==> config.mk <==
export PLATFORM = sky130hd
export DESIGN_NAME = caption_display_erase_autoblank
export DESIGN_NICKNAME = d
export VERILOG_FILES = /design/src/logic/caption_erase_pkg.sv /design/src/logic/field_interval.sv /design/src/logic/line21_detect.sv /design/src/logic/caption_display_erase_autoblank.sv
export VERILOG_INCLUDE_DIRS = /design/src /design/src/logic
export SDC_FILE = /design/constraint.sdc
export NUM_CORES = 1
export LEC_CHECK = 0
export ABC_AREA = 0
export BUFFER_PORTS_ARGS = -buffer_cell sky130_fd_sc_hd__buf_4
export CAP_MARGIN = 10
export CORE_MARGIN = 1
export CORE_UTILIZATION = 40
export DETAILED_ROUTE_END_ITERATION = 8
export GPL_TIMING_DRIVEN = 0
export PLACE_DENSITY = 0.65
export REMOVE_ABC_BUFFERS = 1
export SLEW_MARGIN = 20
export SYNTH_ARGS = -nofsm -noshare
export SYNTH_HDL_FRONTEND = slang
export SYNTH_SLANG_ARGS = --single-unit
==> constraint.sdc <==
create_clock -name sys_clk -period 4.8 [get_ports sys_clk]
set_clock_uncertainty 0.05 [all_clocks]
set_input_delay 0.96 -clock sys_clk [delete_from_list [all_inputs] [get_ports sys_clk]]
set_output_delay 0.96 -clock sys_clk [all_outputs]
set_load 0.005 [all_outputs]
==> src/logic/caption_erase_defines.svh <==
// Timing and reset constants for the caption erase and autoblank block.
`ifndef CAPTION_ERASE_DEFINES_SVH
`define CAPTION_ERASE_DEFINES_SVH

// =====================================================================
// Time base
// Video fields per second; all intervals are counted in fields.
`define FIELDS_PER_SEC  60
`define MS_PER_SEC      1000

// =====================================================================
// Intervals, as printed, in milliseconds
`define ACQ_TIME_MS     500
`define LOSS_TIME_MS    1500
`define ERASE_TIME_MS   16000

// Field counts derived from the times, rounded up to whole fields.
`define ACQ_FIELDS   ((`ACQ_TIME_MS * `FIELDS_PER_SEC + `MS_PER_SEC - 1) \
	/ `MS_PER_SEC)
`define LOSS_FIELDS  ((`LOSS_TIME_MS * `FIELDS_PER_SEC + `MS_PER_SEC - 1) \
	/ `MS_PER_SEC)
`define ERASE_FIELDS ((`ERASE_TIME_MS * `FIELDS_PER_SEC + `MS_PER_SEC - 1) \
	/ `MS_PER_SEC)

// =====================================================================
// Waveform recognition
`define RUNIN_CYCLES    7

// =====================================================================
// Reset values
`define DECODER_ON_RESET   1'h0
`define ERASE_TIMER_RESET  1'h1

`endif

==> src/logic/caption_erase_pkg.sv <==
// Types and mode helpers for the caption erase and autoblank block.
package caption_erase_pkg;

	// =================================================================
	// Display modes
	typedef enum logic [3:0] {
		first_caption_channel,
		second_caption_channel,
		third_caption_channel,
		fourth_caption_channel,
		text_one,
		text_two,
		text_three,
		text_four,
		full_info_template,
		grazing_template,
		user_osd
	} display_mode_e;

	// Autoblank supervisor states.
	typedef enum logic {
		ACQUIRE,
		SHOWING
	} blank_state_e;

	// True for the four caption channels.
	function automatic logic mode_is_caption(display_mode_e m);
		return (m == first_caption_channel) ||
			(m == second_caption_channel) ||
			(m == third_caption_channel) ||
			(m == fourth_caption_channel);
	endfunction

	// True for the four text channels.
	function automatic logic mode_is_text(display_mode_e m);
		return (m == text_one) || (m == text_two) ||
			(m == text_three) || (m == text_four);
	endfunction

	// True where the long no-data erase timer may run.
	function automatic logic mode_has_timer(display_mode_e m);
		return mode_is_caption(m) || (m == full_info_template) ||
			(m == grazing_template);
	endfunction

	// True where the mode's data rides in the second (even) field.
	function automatic logic mode_in_field2(display_mode_e m);
		return (m == third_caption_channel) ||
			(m == fourth_caption_channel) || (m == text_three) ||
			(m == text_four) || (m == full_info_template) ||
			(m == grazing_template) || (m == user_osd);
	endfunction

endpackage

==> src/logic/field_interval.sv <==
// Field-tick interval counter with a one-cycle done pulse.
`timescale 1ns/100ps
module field_interval
	import caption_erase_pkg::*;
#(
	parameter int LIMIT = 30,
	parameter int W     = $clog2(LIMIT + 1)
) (
	// Clock and reset.
	input  wire logic sys_clk,
	input  wire logic rst_n,
	// Control.
	input  wire logic tick,
	input  wire logic run,
	input  wire logic restart,
	// Result.
	output logic      done_reg
);

	// =================================================================
	// Parameter check
	if (LIMIT < 1) begin : g_bad_limit
		$error("field_interval: LIMIT must be at least one");
	end

	logic [W-1:0] cnt_reg;

	// Count ticks while running; a restart or a pause starts over.
	always_ff @(posedge sys_clk) begin
		if (!rst_n || restart || !run) begin
			cnt_reg <= '0;
		end else if (tick) begin
			if (cnt_reg == W'(LIMIT - 1)) begin
				cnt_reg <= '0;
			end else begin
				cnt_reg <= cnt_reg + W'(1);
			end
		end
	end

	// Done pulses the cycle after the tick that completes the interval.
	always_ff @(posedge sys_clk) begin
		if (!rst_n) begin
			done_reg <= 1'h0;
		end else begin
			done_reg <= run && !restart && tick &&
				(cnt_reg == W'(LIMIT - 1));
		end
	end
endmodule

==> src/logic/line21_detect.sv <==
// Line 21 waveform check: run-in clock count followed by a start bit.
`timescale 1ns/100ps
`include "caption_erase_defines.svh"
module line21_detect
	import caption_erase_pkg::*;
#(
	parameter int RUNIN = `RUNIN_CYCLES
) (
	// Clock and reset.
	input  wire logic sys_clk,
	input  wire logic rst_n,
	// Slicer events.
	input  wire logic line21_gate,
	input  wire logic runin_cycle,
	input  wire logic start_bit,
	// Verdict at the end of line 21.
	output logic      check_done_reg,
	output logic      check_pass_reg
);

	if (RUNIN < 1 || RUNIN > 15) begin : g_bad_runin
		$error("line21_detect: RUNIN out of range");
	end

	logic [3:0] runin_cnt_reg;
	logic       found_reg;
	logic       gate_prev_reg;

	// Count run-in cycles inside the line, saturating at the target.
	always_ff @(posedge sys_clk) begin
		if (!rst_n || !line21_gate) begin
			runin_cnt_reg <= 4'h0;
		end else if (runin_cycle && runin_cnt_reg != 4'(RUNIN)) begin
			runin_cnt_reg <= runin_cnt_reg + 4'h1;
		end
	end

	// A start bit after the full run-in marks a valid waveform.
	always_ff @(posedge sys_clk) begin
		if (!rst_n || !line21_gate) begin
			found_reg <= 1'h0;
		end else if (start_bit && runin_cnt_reg == 4'(RUNIN)) begin
			found_reg <= 1'h1;
		end
	end

	// Report once when the line 21 gate closes.
	always_ff @(posedge sys_clk) begin
		if (!rst_n) begin
			gate_prev_reg  <= 1'h0;
			check_done_reg <= 1'h0;
			check_pass_reg <= 1'h0;
		end else begin
			gate_prev_reg  <= line21_gate;
			check_done_reg <= gate_prev_reg && !line21_gate;
			check_pass_reg <= found_reg;
		end
	end
endmodule

==> src/logic/caption_display_erase_autoblank.sv <==
// Display erase control and Line 21 autoblank supervisor.
`timescale 1ns/100ps
`include "caption_erase_defines.svh"
// How it works
// - Start text clears text, box kept
// - Erase shown command clears on-screen caption
// - Erase hidden command clears off-screen memory only
// - Display mode change clears memory and screen
// - Lock loss clears screen, mode kept
// - Watch only the selected channel's field
// - Hold off until 0.5 s waveform
// - Blank after 1.5 s waveform absence
// - Data during loss timing restarts count
// - Valid waveform: seven run-in cycles, start bit
// - Erase timer only in caption/XDS modes
// - Sixteen seconds without data erases screen
// - Timer erase keeps channel and decoder state
// - Erase timer enabled after reset, can disable
// - Reset: decoder off, first caption channel
module caption_display_erase_autoblank
	import caption_erase_pkg::*;
#(
	parameter int ACQ_FIELDS   = `ACQ_FIELDS,
	parameter int LOSS_FIELDS  = `LOSS_FIELDS,
	parameter int ERASE_FIELDS = `ERASE_FIELDS
) (
	// Clock and reset.
	input  wire logic    sys_clk,
	input  wire logic    rst_n,
	// Video timing and lock.
	input  wire logic    field_tick,
	input  wire logic    field_even,
	input  wire logic    video_locked,
	// Line 21 slicer events.
	input  wire logic    line21_gate,
	input  wire logic    runin_cycle,
	input  wire logic    start_bit,
	input  wire logic    chan_data_valid,
	// Decoded commands.
	input  wire logic    start_text_cmd,
	input  wire logic    erase_shown_memory_cmd,
	input  wire logic    erase_hidden_memory_cmd,
	// User configuration.
	input  wire logic    cfg_load,
	input  display_mode_e mode_sel,
	input  wire logic    decoder_on_sel,
	input  wire logic    erase_timer_off,
	// Display control.
	output display_mode_e mode_reg,
	output logic         decoder_on_reg,
	output logic         timer_en_reg,
	output logic         display_on_reg,
	output logic         box_on_reg,
	output logic         clear_shown_reg,
	output logic         clear_hidden_reg,
	output logic         text_clear_reg
);

	// =================================================================
	// Parameter check
	if (ACQ_FIELDS < 1 || LOSS_FIELDS < 1 || ERASE_FIELDS < 1)
	begin : g_bad_fields
		$error("caption_display_erase_autoblank: field counts < 1");
	end

	// =================================================================
	// Internal signals
	blank_state_e state_reg;
	blank_state_e state_next;
	logic         lock_prev_reg;
	logic         wave_ok_reg;
	logic         lock_lost;
	logic         mode_change;
	logic         check_done;
	logic         check_pass;
	logic         field_hit;
	logic         acq_run;
	logic         acq_restart;
	logic         acq_done;
	logic         loss_run;
	logic         loss_restart;
	logic         loss_done;
	logic         erase_run;
	logic         erase_restart;
	logic         erase_done;
	logic         show_next;

	// =================================================================
	// Configuration
	// Mode register loads on a configuration strobe.
	always_ff @(posedge sys_clk) begin
		if (!rst_n) begin
			mode_reg <= first_caption_channel;
		end else if (cfg_load) begin
			mode_reg <= mode_sel;
		end
	end

	// Decoder on/off follows the user's choice only.
	always_ff @(posedge sys_clk) begin
		if (!rst_n) begin
			decoder_on_reg <= `DECODER_ON_RESET;
		end else if (cfg_load) begin
			decoder_on_reg <= decoder_on_sel;
		end
	end

	// Erase timer enable: on after reset, software may turn it off.
	always_ff @(posedge sys_clk) begin
		if (!rst_n) begin
			timer_en_reg <= `ERASE_TIMER_RESET;
		end else begin
			timer_en_reg <= !erase_timer_off;
		end
	end

	// =================================================================
	// Event detection
	// Lock history for the falling edge of video lock.
	always_ff @(posedge sys_clk) begin
		if (!rst_n) begin
			lock_prev_reg <= 1'h0;
		end else begin
			lock_prev_reg <= video_locked;
		end
	end

	// Lock loss and mode change events.
	assign lock_lost   = lock_prev_reg && !video_locked;
	assign mode_change = cfg_load && (mode_sel != mode_reg);

	line21_detect #(
		.RUNIN          (`RUNIN_CYCLES)
	) u_detect (
		.sys_clk        (sys_clk),
		.rst_n          (rst_n),
		.line21_gate    (line21_gate),
		.runin_cycle    (runin_cycle),
		.start_bit      (start_bit),
		.check_done_reg (check_done),
		.check_pass_reg (check_pass)
	);

	// Only the field that carries the selected channel is judged.
	assign field_hit = check_done &&
		(field_even == mode_in_field2(mode_reg));

	// Latest verdict for the selected field.
	always_ff @(posedge sys_clk) begin
		if (!rst_n || !video_locked) begin
			wave_ok_reg <= 1'h0;
		end else if (field_hit) begin
			wave_ok_reg <= check_pass;
		end
	end

	// =================================================================
	// Interval timers
	// Acquire: waveform must stand without a miss for the full time.
	assign acq_run     = (state_reg == ACQUIRE) && wave_ok_reg;
	assign acq_restart = field_hit && !check_pass;

	// Loss: a valid waveform in the watched field or channel data starts the count over.
	assign loss_run     = (state_reg == SHOWING) && !wave_ok_reg;
	assign loss_restart = chan_data_valid ||
		(field_hit && check_pass);

	// Long erase: caption or XDS modes, enabled, display live.
	assign erase_run = timer_en_reg && mode_has_timer(mode_reg) &&
		(state_reg == SHOWING) && decoder_on_reg;
	assign erase_restart = chan_data_valid || mode_change;

	field_interval #(
		.LIMIT    (ACQ_FIELDS)
	) u_acq (
		.sys_clk  (sys_clk),
		.rst_n    (rst_n),
		.tick     (field_tick),
		.run      (acq_run),
		.restart  (acq_restart),
		.done_reg (acq_done)
	);

	field_interval #(
		.LIMIT    (LOSS_FIELDS)
	) u_loss (
		.sys_clk  (sys_clk),
		.rst_n    (rst_n),
		.tick     (field_tick),
		.run      (loss_run),
		.restart  (loss_restart),
		.done_reg (loss_done)
	);

	field_interval #(
		.LIMIT    (ERASE_FIELDS)
	) u_erase (
		.sys_clk  (sys_clk),
		.rst_n    (rst_n),
		.tick     (field_tick),
		.run      (erase_run),
		.restart  (erase_restart),
		.done_reg (erase_done)
	);

	// =================================================================
	// Autoblank supervisor
	// Next state: acquire until qualified, show until loss or unlock.
	always_comb begin
		state_next = state_reg;
		unique case (state_reg)
			ACQUIRE: begin
				if (acq_done && video_locked) begin
					state_next = SHOWING;
				end
			end
			SHOWING: begin
				if (loss_done || lock_lost) begin
					state_next = ACQUIRE;
				end
			end
		endcase
	end

	// State register.
	always_ff @(posedge sys_clk) begin
		if (!rst_n) begin
			state_reg <= ACQUIRE;
		end else begin
			state_reg <= state_next;
		end
	end

	// Display is live only when qualified and the user chose it.
	assign show_next = decoder_on_reg && (state_reg == SHOWING) &&
		video_locked;

	// Display and box enables.
	always_ff @(posedge sys_clk) begin
		if (!rst_n) begin
			display_on_reg <= 1'h0;
			box_on_reg     <= 1'h0;
		end else begin
			display_on_reg <= show_next;
			box_on_reg     <= show_next && mode_is_text(mode_reg);
		end
	end

	// =================================================================
	// Erase strobes
	// On-screen clear from commands, mode change, lock loss, timers.
	always_ff @(posedge sys_clk) begin
		if (!rst_n) begin
			clear_shown_reg <= 1'h0;
		end else begin
			clear_shown_reg <=
				(erase_shown_memory_cmd && mode_is_caption(mode_reg)) ||
				mode_change || lock_lost || loss_done ||
				erase_done;
		end
	end

	// Off-screen clear leaves the shown memory alone.
	always_ff @(posedge sys_clk) begin
		if (!rst_n) begin
			clear_hidden_reg <= 1'h0;
		end else begin
			clear_hidden_reg <= (erase_hidden_memory_cmd &&
				mode_is_caption(mode_reg)) || mode_change;
		end
	end

	// Text clear keeps the background box standing.
	always_ff @(posedge sys_clk) begin
		if (!rst_n) begin
			text_clear_reg <= 1'h0;
		end else begin
			text_clear_reg <= start_text_cmd &&
				mode_is_text(mode_reg);
		end
	end
endmodule

* Word level (Yosys, flattened, before mapping) *
Index checks and enable logic that the tools add are counted.
W data, S select, Z words.

storage, ports and cells
  flip-flop bits (word level) = 47
  bits of input ports = 19
  word-level logic and storage cells = 122
  output and inout bits = 11

cells by class
  reduce and logical (&&, ||, !) cells = 72
  bitwise logic cells = 1
  equal/unequal tests = 17
  muxes and demuxes = 6
  add/subtract/negate cells = 4

operators with widths
  operator                 number
  $logic_or A1 B1 Y1       30
  $logic_and A1 B1 Y1      29
  $eq A4 B3 Y1 const B     5
  $eq A4 B4 Y1 const B     3
  $logic_not A1 Y1         12
  $add A10 B1 Y10 const B  1
  $eq A10 B10 Y1 const B   1
  $mux W10                 1
  $eq A4 B2 Y1 const B     2
  $add A7 B1 Y7 const B    1
  $eq A7 B7 Y1 const B     1
  $mux W7                  1
  $add A5 B1 Y5 const B    1
  $eq A5 B5 Y1 const B     1
  $mux W5                  1
  $add A4 B1 Y4 const B    1
  $eq A4 B1 Y1 const B     1
  $logic_not A4 Y1         1
  $ne A4 B3 Y1 const B     1
  $ne A4 B4 Y1             1
  $mux W1                  2
  $pmux W1 S2              1
  $eq A1 B1 Y1             1
  $not A1 Y1               1

* Logic depth before layout (Yosys ltp) *
  depth after elaboration = 15
  depth in mapped cells = 6
  depth with buffers taken out = 6

* Hierarchy *
A second synthesis with hierarchy kept.

unflattened totals
  cell total of the unflattened synthesis = 220
  area total of the unflattened synthesis = 2,090.8 um^2

modules (own cells, without submodules)
  module                           area each (um^2)  sequential area each (um^2)  times used  cells each
  caption_display_erase_autoblank  603.1             280.3                        1           64
  field_interval (u_erase)         498.0             220.2                        1           53
  field_interval (u_loss)          405.4             160.2                        1           43
  field_interval (u_acq)           294.0             120.1                        1           29
  line21_detect                    290.3             160.2                        1           31

* Worst setup path before layout *
Ideal clock, no wire load.

  path kind = input -> register
  start = input field_tick
  end = register u_erase.cnt_reg[0]
  slack = 2.809 ns
  library setup time = 0.116 ns
  required time = 4.634 ns
  cell stages on the path = 4
  buffers on the path = 0
  arrival time = 1.824 ns
  path through = nand4_2 -> or4_1 -> nand3_2 -> nor2_1

RTL lines
  item                  line                                   RTL
  from (decl)           caption_display_erase_autoblank.sv:31  input wire logic field_tick,
  to (signal assigned)  field_interval.sv:36                   cnt_reg <= cnt_reg + W'(1);
  to (decl)             field_interval.sv:26                   logic [W-1:0] cnt_reg;

==> reports/results.ini <==
[run_status]
status = finished clean

[global_routing]
antenna_found_initial = 0
grt_max_degree = 26
track_usage_pct = 14.6
grt_pass1_wl_um = 6310
overflow = 0
grt_pass1_vias = 1471

[timing]
rsz0062_at_grt = false
tightest_slew_ns = 0.764
fmax_mhz = 478
whs_ns = 0.371
post-route-min-period_ns = 2.09
maxSlewViolCount = 0
hold_viol_final = 0
fin_ws_ns = 2.71
post-route-period-util_pct = 43.6
fin_tns_setup_ns = 0
slew_headroom_pct = 47.6
finalSetupViolCount = 0

[drt]
routed_via_density = 4.97
ant_nets = 0
drt_first_pass_iters = 4
drc = 0
routed_wl_um = 3770
wl_per_cell_um = 11.5
drt_iter0_drc = 58
dr_total_vias = 1631

[critical_path]
cp.required_ns = 4.94
cp_max_fo = 25
startpoint_type = primary input
r2r_slack_ns = 2.93
path_delay_family = simple AND/OR/NAND/NOR gates
end_kind = register
ff2ff_path_depth = 3
cp_num_buf_inv = 1
max_stage_delay_ns = 0.60
crit_type = primary input to register
path_depth = 5
critPathSlowestCell = or4_1
cp_data_arrival_time_ns = 2.23
worstPathCellList = buf_4 > nand4_2 > or4_1 > nand3_2 > nor2_1

[logic_synthesis]
yosysWarnings = 0
synth_ff_type = dfxtp_1
synth_cells = 227
synthArstFlopShare_pct = 0
synth.distinct_cells = 41
syn_area_per_cell_um2 = 9.29
yosysSeqAreaShare_pct = 44.6
syn-cell-area_mm2 = 0.00211
synth_seq_cells = 47
synth_edf_count = 0

[layout]
layout-drive-gt1-share_pct = 15.5
largest_reg_flops = 10
multiInputGateArea_mm2 = 0.00113
final_common_cell = dfxtp_1
final_nets = 283
layout.area.seq_um2 = 941
final_cell_mix = dfxtp_1 (47), buf_4 (29), nand2_1 (23)
area_growth_pct = 17.9
n_fill_cell = 506
antenna_cells = 0

[die]
pin_count = 30
core_area_mm2 = 0.00511
dieHeight_um = 74.6
die_area_mm2 = 0.00557
core.rowCount = 26
start_util_pct = 41.3
die_w_um = 74.6

[placement]
dp_slack_ns = 2.38
io_buffers = 29
globalplace.congestion = 0.783
hpwl_um = 2700

[worst_hold_path]
hold_class = register to register
hold_depth = 2

[clock_network]
cts_htree_levels = 2
holdBufCountCts = 0
post_cts_buffers = 0
numCtsBuffers = 5
cts_tree = done
clock_latency_ns = 0.30
cts.clk_slew.worst_paths_ns = 0.08
cts-root-buf = clkbuf_8
cts_max_path_buffers = 2
clkSinkCount = 47
ctsResizeCount = 0

[power_and_ir_drop]
p_leak_nw = 0.937
ir_drop_mv = 0.113
power_density_mw_per_mm2 = 281

[run]
maxCapViolations = 0

==> tightest hold or removal path, delay by kind of cell, from the launching register on <==
kind | cells | cell delay [ns]
DFF | 1 | 0.30
and+or+nand+nor | 2 | 0.08
==> layout make-up <==
class | count | share of cell area, %
inverters | 5 | 0.755
repair buffers | 29 | 8.76
clock inverters | 1 | 0.352
multi-input cells | 170 | 45.4
clock buffers | 6 | 3.32
well taps | 70 | 3.52
flip-flops and latches | 47 | 37.9
==> final timing paths <==
check	end	startpoint
setup / recovery	u_erase.cnt_reg[8]	field_tick
hold / removal	u_detect.check_done_reg	u_detect.gate_prev_reg
setup reg to reg	u_loss.cnt_reg[6]	mode_reg[3]
hold reg to reg	u_detect.check_done_reg	u_detect.gate_prev_reg
==> where the power goes <==
| part | total [mW] | internal (mW) | switching [mW] | leakage [nW] |
|---|---|---|---|---|
| clock | 0.248 | 0.116 | 0.132 | 0.0477 |
| sequential | 0.401 | 0.396 | 0.00561 | 0.381 |
| combinational | 0.0483 | 0.0268 | 0.0215 | 0.508 |
==> logic make-up (layout without fill, tap and decap cells) <==
logic type               after synthesis  in the layout  synth area share (%)
AND/OR/NAND/NOR                      106            106                  27.4
flip-flops                            47             47                  44.6
AO/OA/AOI/OAI                         28             28                  9.61
XOR/XNOR                              21             21                  8.72
buffers and inverters                 10             41                  1.84
multiplexers                           9              9                  4.27
adder cells (fa/ha/maj)                6              6                  3.56
==> layer usage <==
metal / vias up / GRT usage (%) / part of all wire (%)
met4: 0 / 6.29 / 1.6
met1: 742 / 17.5 / 48
met3: 7 / 2.98 / 3.2
li1: 858 / - / -
met2: 24 / 25.3 / 47
met5: - / 0 / 0
==> synth_stat cells, types with 2 or more instances <==
| cell type | count | share of area (%) |
|---|---|---|
| dfxtp_1 | 47 | 45 |
| nand2_1 | 23 | 4.1 |
| nor2_1 | 19 | 3.4 |
| a21oi_1 | 13 | 3.1 |
| xor2_1 | 12 | 5.0 |
| nor3_1 | 11 | 2.6 |
| nand3_1 | 10 | 2.4 |
| nor2b_1 | 10 | 3.0 |
| mux2i_1 | 9 | 4.3 |
| xnor2_1 | 9 | 3.7 |
| ha_1 | 6 | 3.6 |
| nand4_1 | 6 | 1.8 |
| inv_1 | 5 | 0.89 |
| clkbuf_1 | 4 | 0.71 |
| and3_1 | 3 | 0.89 |
| nand2b_1 | 3 | 0.89 |
| nand3b_1 | 3 | 1.1 |
| nor3b_1 | 3 | 1.1 |
| o21ai_0 | 3 | 0.71 |
| a211oi_1 | 2 | 0.71 |
| a21boi_0 | 2 | 0.71 |
| and2_1 | 2 | 0.59 |
| and4_1 | 2 | 0.83 |
| nand4bb_1 | 2 | 1.1 |
| or4_1 | 2 | 0.71 |
==> per-stage QoR <==
stage,utilization [%],cells,cell area [um2],total power [mW]
final,48.7,328,2480,0.698
after global routing,48.7,328,2480,0.731
after CTS,48.7,328,2480,0.707
after detailed placement,46.9,321,2390,0.460
after global placement,46.9,321,2390,0.459
after floorplan,-,222,2090,0.431
(Power assumes the default switching activity.)
